<file path="src/hw/wdt_defs.svh">
// offsets, field positions, reset values and timing counts of the watchdog
`ifndef WDT_DEFS_SVH
`define WDT_DEFS_SVH

`define WDT_IO_BASE        16'h0A00
`define WDT_OFS_PIN_FUNC   8'h47
`define WDT_OFS_UNITS      8'h65
`define WDT_OFS_COUNT      8'h66
`define WDT_OFS_STATUS     8'h67
`define WDT_PIN_FUNC_ON    8'h0C
`define WDT_UNITS_BIT      7
`define WDT_STATUS_BIT     0
`define WDT_RST_PIN_FUNC   8'h00
`define WDT_RST_UNITS      8'h00
`define WDT_RST_COUNT      8'h00
`define WDT_CLOCK_NS       50
`define WDT_SECOND_NS      1000000000
`define WDT_SECONDS_PER_MIN 60
`define WDT_TICKS_PER_SEC  (`WDT_SECOND_NS / `WDT_CLOCK_NS)

`endif

</file>
<file path="src/hw/wdt_pkg.sv">
// types shared by the watchdog design
package wdt_pkg;

  // one host i/o cycle, presented for a single clock
  typedef struct packed
  {
    logic [15:0] addr;
    logic [7:0]  wdata;
    logic        wr;
    logic        rd;
  } io_req_t;

  // current counting state visible to the host
  typedef struct packed
  {
    logic [7:0] count;
    logic       expired;
  } wdt_state_t;

endpackage
</file>
<file path="src/hw/io_mapped_watchdog_timer.sv">
// i/o-mapped watchdog timer with byte registers behind a fixed base address
`timescale 1ns/1ps
`include "wdt_defs.svh"

// Overview of operation
// - registers decode as byte offsets from fixed i/o base a00h.
// - time-out count is an 8-bit register at offset 66h, 0 to 255.
// - a count of zero disables the watchdog; no expiry happens then.
// - units bit 7 at 65h selects minutes (0, default) or seconds (1).
// - status bit 0 reads 1 after a time-out until the host writes it 0, even while a reloaded count runs; read/write.
module io_mapped_watchdog_timer
  import wdt_pkg::*;
#(
  parameter int unsigned TICKS_PER_SEC = `WDT_TICKS_PER_SEC,
  parameter int unsigned SECS_PER_MIN  = `WDT_SECONDS_PER_MIN
)
(
  // clock and control
  input  wire logic       clock,
  input  wire logic       reset,
  input  wire logic       clock_enable,
  // host i/o port
  input  wire io_req_t    io_req,
  output logic [7:0]      io_rdata,
  output logic            io_rvalid,
  // watchdog outputs
  output logic            timeout_supervisor_expired,
  output logic            timeout_supervisor_pin
);

  // offset of an i/o address into the block, or 8'hff when outside it
  function automatic logic [7:0] block_offset(input logic [15:0] addr);
    logic [15:0] diff;
    diff = addr - `WDT_IO_BASE;
    if (diff[15:8] == 8'h00)
      block_offset = diff[7:0];
    else
      block_offset = 8'hFF;
  endfunction

  // programmed registers and live timer state
  logic [7:0]  pin_func;
  logic [7:0]  units;
  wdt_state_t  state;
  logic [31:0] sec_prescale;
  logic [7:0]  min_prescale;
  logic [7:0]  rdata;
  logic        rvalid;
  logic        pin_out;

  logic [7:0]  next_pin_func;
  logic [7:0]  next_units;
  wdt_state_t  next_state;
  logic [31:0] next_sec_prescale;
  logic [7:0]  next_min_prescale;
  logic [7:0]  next_rdata;
  logic        next_rvalid;
  logic        next_pin_out;

  logic [7:0]  offset;
  logic        unit_tick;
  logic        sec_tick;
  logic        expire_now;

  // last prescaler counts, cut to the counter widths on purpose
  localparam logic [31:0] SEC_LAST = 32'(TICKS_PER_SEC - 1);
  localparam logic [7:0]  MIN_LAST = 8'(SECS_PER_MIN - 1);

  // register decode, prescalers and countdown
  always_comb
  begin
    offset = block_offset(io_req.addr);

    // programmed registers hold unless written
    next_pin_func = pin_func;
    next_units = units;
    next_state = state;

    // prescalers hold unless a tick, a units write or a count reload moves them
    next_sec_prescale = sec_prescale;
    next_min_prescale = min_prescale;

    // read path idles at zero between reads
    next_rdata = 8'h00;
    next_rvalid = io_req.rd;

    // strobes of this cycle
    sec_tick = 1'b0;
    unit_tick = 1'b0;
    expire_now = 1'b0;

    // prescalers only run while armed, so a fresh count gets a full first unit
    if (state.count != 8'h00)
    begin
      if (sec_prescale == SEC_LAST)
      begin
        next_sec_prescale = 32'h0000_0000;
        sec_tick = 1'b1;
      end
      else
        next_sec_prescale = sec_prescale + 32'h0000_0001;
    end

    if (sec_tick)
    begin
      if (units[`WDT_UNITS_BIT])
        unit_tick = 1'b1;
      else if (min_prescale == MIN_LAST)
      begin
        next_min_prescale = 8'h00;
        unit_tick = 1'b1;
      end
      else
        next_min_prescale = min_prescale + 8'h01;
    end

    // decrement and flag on reaching zero
    // a zero count never ticks, so never expires
    if (unit_tick && state.count != 8'h00)
    begin
      next_state.count = state.count - 8'h01;
      if (state.count == 8'h01)
      begin
        next_state.expired = 1'b1;
        expire_now = 1'b1;
      end
    end

    // host writes; a write never masks an expiry in the same cycle
    if (io_req.wr)
    begin
      case (offset)
        `WDT_OFS_PIN_FUNC:
        begin
          next_pin_func = io_req.wdata;
        end
        `WDT_OFS_UNITS:
        begin
          next_units = io_req.wdata & 8'h80; // low bits reserved, read zero
          next_sec_prescale = 32'h0000_0000;
          next_min_prescale = 8'h00;
        end
        // count load, reload restarts the unit
        `WDT_OFS_COUNT:
        begin
          next_state.count = io_req.wdata;
          next_sec_prescale = 32'h0000_0000;
          next_min_prescale = 8'h00;
        end
        `WDT_OFS_STATUS:
        begin
          next_state.expired = io_req.wdata[`WDT_STATUS_BIT] | expire_now;
        end
        default: ;
      endcase
    end

    // read data, unmapped offsets return zero
    if (io_req.rd)
    begin
      case (offset)
        `WDT_OFS_PIN_FUNC: next_rdata = pin_func;
        `WDT_OFS_UNITS:    next_rdata = units;
        `WDT_OFS_COUNT:    next_rdata = state.count;
        `WDT_OFS_STATUS:   next_rdata = {7'h00, state.expired};
        default:           next_rdata = 8'h00;
      endcase
    end

    // pin drives only when routed
    next_pin_out = next_state.expired && (next_pin_func == `WDT_PIN_FUNC_ON);
  end

  // state registers; reset wins over a low clock enable so a stall still clears
  always_ff @(posedge clock)
  begin
    if (reset)
    begin
      // host-programmed registers
      pin_func <= `WDT_RST_PIN_FUNC;
      units <= `WDT_RST_UNITS;

      // timer disarmed, status clear
      state.count <= `WDT_RST_COUNT;
      state.expired <= 1'b0;
      sec_prescale <= 32'h0000_0000;
      min_prescale <= 8'h00;

      // read answer and pin idle
      rdata <= 8'h00;
      rvalid <= 1'b0;
      pin_out <= 1'b0;
    end
    else if (clock_enable)
    begin
      // host-programmed registers
      pin_func <= next_pin_func;
      units <= next_units;

      // timer state and prescalers
      state <= next_state;
      sec_prescale <= next_sec_prescale;
      min_prescale <= next_min_prescale;

      // read answer and pin
      rdata <= next_rdata;
      rvalid <= next_rvalid;
      pin_out <= next_pin_out;
    end
  end

  // outputs straight from flops
  assign io_rdata = rdata;
  assign io_rvalid = rvalid;
  assign timeout_supervisor_expired = state.expired;
  assign timeout_supervisor_pin = pin_out;

endmodule

</file>
<file path="config.mk">
export PLATFORM = sky130hd
export DESIGN_NAME = io_mapped_watchdog_timer
export DESIGN_NICKNAME = d
export VERILOG_FILES = /design/src/hw/wdt_pkg.sv /design/src/hw/io_mapped_watchdog_timer.sv
export VERILOG_INCLUDE_DIRS = /design/src /design/src/hw
export SDC_FILE = /design/constraint.sdc
export NUM_CORES = 1
export LEC_CHECK = 0
export BUFFER_PORTS_ARGS = -buffer_cell sky130_fd_sc_hd__buf_4
export CELL_PAD_IN_SITES_DETAIL_PLACEMENT = 1
export CELL_PAD_IN_SITES_GLOBAL_PLACEMENT = 2
export CORE_MARGIN = 5
export CORE_UTILIZATION = 35
export CTS_CLUSTER_SIZE = 25
export DETAILED_ROUTE_END_ITERATION = 16
export GPL_TIMING_DRIVEN = 0
export PLACE_DENSITY = 0.9
export SYNTH_ARGS = -nofsm -noshare
export SYNTH_HDL_FRONTEND = slang
export SYNTH_SLANG_ARGS = --single-unit
</file>
<file path="constraint.sdc">
create_clock -name clock -period 2.7 [get_ports clock]
set_input_delay 0.135 -clock clock [delete_from_list [all_inputs] [get_ports clock]]
set_output_delay 0.135 -clock clock [all_outputs]
set_load 0.02 [all_outputs]
</file>
# After elaboration in Yosys (flattened, before gate mapping)

Cells that the tools add are included.

Add/sub/neg operators: 4
Equality and inequality tests: 8
Multiplexer cells: 26
Bitwise logic cells: 1
Reductions and logical operators: 6

Operators by type and width:

| kind                   | number |
|---|---|
| $mux 32                | 4 |
| $mux 8                 | 10 |
| $add 32x1->32 const B  | 1 |
| $eq 32x25->1 const B   | 1 |
| $eq 8x7->1 const B     | 4 |
| $pmux 8 s4             | 1 |
| $mux 9                 | 2 |
| $sub 16x12->16 const B | 1 |
| $mux 1                 | 9 |
| $add 8x1->8 const B    | 1 |
| $eq 8x1->1 const B     | 1 |
| $eq 8x4->1 const B     | 1 |
| $eq 8x6->1 const B     | 1 |
| $logic_not 8->1        | 1 |
| $reduce_bool 8->1      | 1 |
| $sub 8x1->8 const B    | 1 |
| $reduce_and 3->1       | 1 |
| $logic_and 1x1->1      | 2 |
| $reduce_or 2->1        | 1 |
| $or 1x1->1             | 1 |

Bits in registers: 68
Word-level logic and storage cells: 54

# Logic depth before layout (Yosys ltp)

Gate-level depths: netlist of the first run.

Depth after elaboration: 10
Gate-level depth with buffers: 9

# Worst setup path before layout of the first run

OpenSTA, ideal clock, no wires.

Path type: input-to-reg
Start point: in io_req[19] (netlist name)
End point: reg sec_prescale[21]
Setup time: 0.134 ns
Arrival time: 2.028 ns
Required time: 2.566 ns
Slack: 0.538 ns
Stages: 9
Path through: inv_1 -> ha_1 -> nor4bb_1 -> nand2_1 -> o41ai_2 -> nor2_4 -> buf_4 -> a41oi_1 -> a31oi_1

Longest elaborated chain between the ends: 7
Elaborated cells between the ends (all ways): 8
Classes of those cells: 1 x add/sub; 2 x eq/ne; 3 x mux; 2 x reduce/logical

RTL lines:

| item                          | RTL line                        | RTL |
|---|---|---|
| start: declaration            | io_mapped_watchdog_timer.sv:23  | `input wire io_req_t io_req,` |
| $sub 16x12->16 (no line) (*)  | n/a                             |  |
| $logic_not 8->1 (*)           | io_mapped_watchdog_timer.sv:35  | `if (diff[15:8] == 8'h00)` |
| $mux 8 (*)                    | io_mapped_watchdog_timer.sv:35  |  |
| $eq 8x7->1                    | io_mapped_watchdog_timer.sv:132 | `case (offset)` |
| $reduce_or 2->1 (no line) (*) | n/a                             |  |
| $mux 32 (*)                   | io_mapped_watchdog_timer.sv:132 |  |
| $mux 32 (*)                   | io_mapped_watchdog_timer.sv:130 | `if (io_req.wr)` |
| end signal: assignment        | io_mapped_watchdog_timer.sv:202 | `sec_prescale <= next_sec_prescale;` |
| end: declaration              | io_mapped_watchdog_timer.sv:45  | `logic [31:0] sec_prescale;` |

Every way passes the cells marked *; elsewhere a longest branch is shown, timed or not.
A chain may end at the register's enable or synchronous reset.

# Worst setup path in the final report of the first run

Start point: reg state[1] (netlist name)
End point: reg sec_prescale[22]

Longest elaborated chain between the ends: 4

RTL lines:

| item                     | RTL line                        | RTL |
|---|---|---|
| start: declaration       | io_mapped_watchdog_timer.sv:44  | `wdt_state_t state;` |
| start signal: assignment | io_mapped_watchdog_timer.sv:201 | `state <= next_state;` |
| $reduce_bool 8->1 (*)    | io_mapped_watchdog_timer.sv:93  | `if (state.count != 8'h00)` |
| $mux 32 (*)              | io_mapped_watchdog_timer.sv:93  |  |
| $mux 32                  | io_mapped_watchdog_timer.sv:132 |  |
| $mux 32 (*)              | io_mapped_watchdog_timer.sv:130 |  |

Marked as above.

==> results.sh, run 1 <==
export IMPL_status="completed"
export IMPL_io_buffer_count=38
export IMPL_route_detailed_drc=0
export IMPL_slowest_stage="or4b_4"
export IMPL_worstPathMaxFanout=10
export IMPL_synth_seq_area_share_pct=34.5
export IMPL_worstSetupPathType="reg2reg"
export IMPL_critPathLaunchType="register"
export IMPL_post_cts_buffers=0
export IMPL_initial_core_util_pct=36.1
export IMPL_postSynthCellCount=488
export IMPL_arrival_ps=2830
export IMPL_grt_pass1_wl_mm=22.1
export IMPL_total_power_w=0.00239
export IMPL_viasPerCell=6.07
export IMPL_clock_sinks=68
export IMPL_wire_per_inst_um=19.9
export IMPL_skew_ps=6.81
export IMPL_fmax_mhz=390
export IMPL_hpwl_mm=9.81
export IMPL_slew_limit_headroom_pct=29.2
export IMPL_hold_viol=0
export IMPL_syn_avg_cell_area_um2=8.08
export IMPL_grt_overflow_total=0
export IMPL_cts_hold_buf=0
export IMPL_clk_latency_ps=350
export IMPL_die_y_um=116
export IMPL_syn_to_final_growth_pct=20.0
export IMPL_powerDensity_nw_per_um2=504
export IMPL_drive_above_1_share_pct=15.5
export IMPL_drv_cap=0
export IMPL_antenna_found_initial=0
export IMPL_critPathBufInv=2
export IMPL_gp_congestion=0.844
export IMPL_ys_types=63
export IMPL_hold_path_class="in2reg"
export IMPL_cpMostUsedCell="a21oi_1"
export IMPL_fin_crit_ps=2560
export IMPL_crit_family="simple AND/OR/NAND/NOR gates"
export IMPL_num_vias=4131
export IMPL_ys_ff_latch=68
export IMPL_drv_slew=0
export IMPL_worstMarginPinSlew_ps=1060
export IMPL_setup_viol=0
export IMPL_crit_chain="inv_1 -> ha_1 -> or4b_4 -> o21ai_4 -> nor4_4 -> nor3_4 -> buf_6 -> a21oi_1 -> a21oi_1"
export IMPL_path_clk_slew_ps=60
export IMPL_first_pass_iters=4
export IMPL_setup_slack_ps=138
export IMPL_yosys_warnings=0
export IMPL_r2r_slack_ps=140
export IMPL_synth_async_sr_flop_share_pct=0
export IMPL_synth_edf_count=0
export IMPL_cp_end_kind="register"
export IMPL_synthTopCellsByArea="dfxtp_1 (35%), nand3_1 (4.8%), a31oi_1 (4.8%)"
export IMPL_synthDominantCellAreaShare_pct=34.5
export IMPL_rsz0062_at_grt="no"
export IMPL_r2r_start="state[1]$_SDFFE_PP0P_"
export IMPL_grt_pass1_vias=4280
export IMPL_grt_max_degree=13
export IMPL_cp_required_ps=2960
export IMPL_grt_util_all_layers_pct=20.9
export IMPL_critPathLaunch="state[1]$_SDFFE_PP0P_"
export IMPL_syn_nets=523
export IMPL_dieArea_um2=13500
export IMPL_critPathMaxStageDelay_ps=510
export IMPL_die_w_um=116
export IMPL_num_rows=38
export IMPL_yosysTopAreaCell="dfxtp_1"
export IMPL_diodes=0
export IMPL_fin_crit_sh_pct=94.9
export IMPL_fin_hold_ws_ps=51.5
export IMPL_cts_made_buffers=9
export IMPL_cts_root_buffer="clkbuf_16"
export IMPL_io_pins=40
export IMPL_preCtsSetupSlack_ps=-234
export IMPL_post_route_util_pct=43.3
export IMPL_ant_nets=0
export IMPL_p_leak_nw=1.76
export IMPL_mappedNetlistArea_um2=3950
export IMPL_yosys_most_used_dff="dfxtp_1"
export IMPL_clockBufferDepth=2
export IMPL_hp_start="io_req[8]"
export IMPL_final_nets=572
export IMPL_htree_levels=3
export IMPL_core_area_um2=10900
export IMPL_first_iter_violations=239
export IMPL_totalWireLength_mm=13.5
export IMPL_ir_worst_vdd_mv=0.296
export IMPL_cts_tree="built"
[power by group]
group	internal, W	switching [W]
Combinational	0.0000627	0.000113
Sequential	0.00100	0.00000145
Clock	0.000710	0.000495
Total	0.00178	0.000610
[area by class of cell]
cell class	count	area, um^2
Tap cell	140	175
Sequential cell	68	1360
Clock buffer	9	225
Timing Repair Buffer	38	285
Buffer	27	134
Clock inverter	6	66.3
Fill cell	1347	6200
Multi-Input combinational cell	379	2430
Inverter	14	52.6
[cell usage in the layout (no fill, tap or decap), types with 5 or more instances in the layout]
| cell | instances |
|---|---|
| dfxtp_1 | 68 |
| nor2_1 | 42 |
| buf_4 | 41 |
| nand2_1 | 38 |
| nand3_1 | 38 |
| a21oi_1 | 35 |
| a31oi_1 | 30 |
| o21ai_0 | 22 |
| clkbuf_1 | 16 |
| mux2i_1 | 16 |
| nand4_1 | 14 |
| inv_1 | 13 |
| a22o_1 | 13 |
| o21ai_1 | 11 |
| nor4_1 | 10 |
| clkbuf_16 | 9 |
| and3_1 | 7 |
| nor3_1 | 6 |
| and2_1 | 6 |
| nand3b_1 | 6 |
| ha_1 | 6 |
| or3_1 | 5 |
| a32oi_1 | 5 |
| a41oi_1 | 5 |
| o211ai_1 | 5 |
[cells in the mapped netlist (7+ instances only)]
master / instances
a21oi_1: 35
a22o_1: 13
a31oi_1: 30
and3_1: 7
clkbuf_1: 17
dfxtp_1: 68
inv_1: 13
mux2i_1: 16
nand2_1: 38
nand3_1: 38
nand4_1: 14
nor2_1: 42
nor4_1: 11
o21ai_0: 22
o21ai_1: 11
[worst paths after layout]
kind                                    to  depth (start not counted)
max          sec_prescale[22]$_SDFFE_PP0P_                          9
min               pin_func[6]$_SDFFE_PP0P_                          3
max reg2reg  sec_prescale[22]$_SDFFE_PP0P_                          9
min reg2reg         io_rvalid$_SDFFE_PP0P_                          2
[metal layers]
layer	global-route usage (%)	wire (um)	vias up
met5	0	0	-
met4	8.28	257	0
met3	4.15	645	23
met2	34.5	6610	88
met1	27.0	6030	2055
li1	-	-	1965
[registers in the layout (all words and copies together), names as in the netlist]
name,flops
min_prescale,8
timeout_supervisor_expired,1
sec_prescale,32
state,8
units,1
io_rvalid,1
io_rdata,8
pin_func,8
timeout_supervisor_pin,1
[logic make-up (layout without fill, tap and decap cells)]
logic type	Yosys count	count (layout)	share of synthesized area [%]
AO/OA/AOI/OAI	147	147	24.8
XOR/XNOR	1	1	0.222
flip-flops	68	68	34.5
multiplexers	19	19	4.92
buffers and inverters	41	94	4.69
adder cells (fa/ha/maj)	6	6	1.90
AND/OR/NAND/NOR	206	206	29.0
[metrics by stage]
step / cells / area [um^2] / setup TNS (ps)
6_report: 681 / 4730 / 0
5_1_grt: 681 / 4730 / 0
4_1_cts: 681 / 4700 / 0
3_5_place_dp: 666 / 4410 / -4440
3_3_place_gp: 666 / 4410 / -684
2_1_floorplan: 488 / 3950 / 0
[worst register-to-register path: stages, from the launching register on]
cell and delay (ps):
dfxtp_1 390, inv_1 110, ha_1 130, or4b_4 510, o21ai_4 230, nor4_4 130
nor3_4 450, buf_6 220, a21oi_1 70, a21oi_1 230
[timing repair]
item / CTS / global route
pin swaps: 0 / 0
endpoints found under the setup margin: 1 / 30
resized for setup: 1 / 6
(Power assumes the default switching activity.)
==> run 2, diff against run 1 <==
--- a/config.mk
+++ b/config.mk
@@ -6,15 +6,16 @@
 export SDC_FILE = /design/constraint.sdc
 export NUM_CORES = 1
 export LEC_CHECK = 0
+export ABC_AREA = 1
 export BUFFER_PORTS_ARGS = -buffer_cell sky130_fd_sc_hd__buf_4
 export CELL_PAD_IN_SITES_DETAIL_PLACEMENT = 1
 export CELL_PAD_IN_SITES_GLOBAL_PLACEMENT = 2
 export CORE_MARGIN = 5
-export CORE_UTILIZATION = 35
+export CORE_UTILIZATION = 34
 export CTS_CLUSTER_SIZE = 25
 export DETAILED_ROUTE_END_ITERATION = 16
 export GPL_TIMING_DRIVEN = 0
-export PLACE_DENSITY = 0.9
+export PLACE_DENSITY = 0.92
 export SYNTH_ARGS = -nofsm -noshare
 export SYNTH_HDL_FRONTEND = slang
 export SYNTH_SLANG_ARGS = --single-unit
==> results.sh, run 2 <==
export IMPL_htree_levels=3
export IMPL_grt_util_all_layers_pct=20.5
export IMPL_setup_viol=0
export IMPL_slew_limit_headroom_pct=60.7
export IMPL_worstMarginPinSlew_ps=589
export IMPL_fin_tns_setup_ps=0
export IMPL_arrival_ps=2540
export IMPL_die_w_um=132
export IMPL_hold_path_class="in2reg"
export IMPL_worstSetupPathType="reg2reg"
export IMPL_gp_congestion=0.885
export IMPL_fin_crit_sh_pct=85.7
export IMPL_syn_avg_cell_area_um2=6.50
export IMPL_fmax_mhz=432
export IMPL_clk_latency_ps=350
export IMPL_cts_resized_gates=0
export IMPL_p_leak_nw=2.42
export IMPL_fin_crit_ps=2310
export IMPL_layout_commonest_cell="nand2_1"
export IMPL_final_nets=861
export IMPL_path_clk_slew_ps=60
export IMPL_synth_edf_count=0
export IMPL_core_area_um2=14600
export IMPL_io_pins=40
export IMPL_io_buffer_count=36
export IMPL_ys_ff_latch=68
export IMPL_diodes=0
export IMPL_status="completed"
export IMPL_skew_ps=10.4
export IMPL_cts_tree="built"
export IMPL_clockBufferDepth=2
export IMPL_stdcell_count=1015
export IMPL_dpl_cell_count=999
export IMPL_initial_core_util_pct=34.7
export IMPL_postSynthCellCount=779
export IMPL_reg2reg_depth=12
export IMPL_synthTopCellsByArea="dfxtp_1 (27%), nand2_1 (14%), nand3_1 (7.1%)"
export IMPL_ir_worst_vdd_mv=0.322
export IMPL_ant_nets=0
export IMPL_max_flop_register="sec_prescale"
export IMPL_ys_types=48
export IMPL_first_pass_iters=4
export IMPL_drv_cap=0
export IMPL_synth_common_cells="nand2_1 (189), inv_1 (73), nand3_1 (72), nor2_1 (69), dfxtp_1 (68)"
export IMPL_grt_pass1_wl_mm=29.5
export IMPL_cp_end_kind="register"
export IMPL_num_rows=44
export IMPL_clock_sinks=68
export IMPL_powerDensity_nw_per_um2=417
export IMPL_hold_depth=3
export IMPL_cp_required_ps=2930
export IMPL_total_power_w=0.00245
export IMPL_synthDominantCellAreaShare_pct=26.9
export IMPL_synth_async_sr_flop_share_pct=0
export IMPL_critPathLaunchType="register"
export IMPL_hold_viol=0
export IMPL_grt_max_degree=14
export IMPL_worstPathMaxFanout=8
export IMPL_dieArea_um2=17400
export IMPL_antenna_found_initial=0
export IMPL_num_vias=5464
export IMPL_cts_root_buffer="clkbuf_16"
export IMPL_grt_overflow_total=0
export IMPL_drive_above_1_share_pct=16.1
export IMPL_yosys_most_used_dff="dfxtp_1"
export IMPL_first_iter_violations=344
export IMPL_totalWireLength_mm=17.6
export IMPL_route_detailed_drc=0
export IMPL_fin_hold_ws_ps=85.8
export IMPL_layout_common_cells="nand2_1 (189), inv_1 (73), nand3_1 (72)"
export IMPL_mappedNetlistArea_um2=5060
export IMPL_post_cts_buffers=0
export IMPL_syn_nets=814
export IMPL_die_y_um=132
export IMPL_yosysMostFrequentCell="nand2_1"
export IMPL_grt_pass1_vias=5795
export IMPL_drv_slew=0
export IMPL_rsz0062_at_grt="no"
export IMPL_yosysTopAreaCell="dfxtp_1"
export IMPL_syn_to_final_growth_pct=16.0
export IMPL_hpwl_mm=13.8
export IMPL_viasPerCell=5.38
export IMPL_wire_per_inst_um=17.4
export IMPL_largest_reg_flops=32
export IMPL_synth_seq_area_share_pct=26.9
export IMPL_cts_hold_buf=0
export IMPL_yosys_warnings=0
export IMPL_cts_made_buffers=9
-- run 2: cell types whose count changed after synthesis, sizes merged, moves of 12 or more --
cell / delta
nand2: +166
inv: +75
nor2: +44
nand3: +41
a31oi: -30
a21oi: +24
nand4: +24
xor2: +18
mux2i: -16
nor3: +15
a22o: -13
o21ai: -12
-- run 2: stage by stage --
stage	util [%]	worst slack, ps	instance area [um^2]
after floorplan	-	888	5060
after global placement	38.1	449	5560
after detailed placement	38.1	368	5560
after CTS	40.3	373	5870
after global routing	40.3	227	5870
final	40.3	387	5870
-- run 2: worst paths after layout --
check	endpoint	slack (ps)	startpoint
setup reg to reg	sec_prescale[21]$_SDFFE_PP0P_	390	state[1]$_SDFFE_PP0P_
hold / removal	io_rvalid$_SDFFE_PP0P_	90	io_req[0]
setup / recovery	sec_prescale[21]$_SDFFE_PP0P_	390	state[1]$_SDFFE_PP0P_
hold reg to reg	io_rdata[7]$_SDFFE_PP0P_	470	io_rdata[7]$_SDFFE_PP0P_
-- run 2: logic make-up after synthesis --
logic type	share of synthesized area, %
compound gates	12.9
xor+xnor	4.15
fa+ha+maj	1.48
buf+inv	10.2
flops	26.9
simple gates	44.5
-- run 2: layer usage --
layer / routed length (um) / vias to the layer above / part of all wire [%] / track usage, %
li1: - / 2676 / - / -
met1: 7900 / 2674 / 45 / 25.2
met2: 8780 / 88 / 50 / 36.2
met3: 565 / 26 / 3.2 / 2.94
met4: 359 / 0 / 2.0 / 7.26
met5: 0 / - / 0 / 0
-- run 2: final cells by class --
type                    count  area [um^2]
fillers                  1920         8720
multi-input cells         585         3190
flip-flops and latches     68         1360
inverters                  91          344
repair buffers             36          270
clock buffers              10          239
well taps                 184          230
plain buffers              35          170
clock inverters             6         71.3
-- run 2: worst max-delay path, cell delays in order, from the launching register on --
cell,delay [ps]
dfxtp_1,380
inv_1,170
ha_1,290
nand4_4,180
nand2_2,120
nor3_4,300
nand2_2,140
nor2_4,190
nand2_2,80
xor2_1,150
nor2_1,60
nor2_1,90
nor2_1,50
-- run 2: where the power goes --
part	leakage, nW	internal (W)	switching (W)
registers	0.550	0.00101	0.00000676
logic	1.73	0.0000555	0.000123
clock network	0.146	0.000748	0.000502
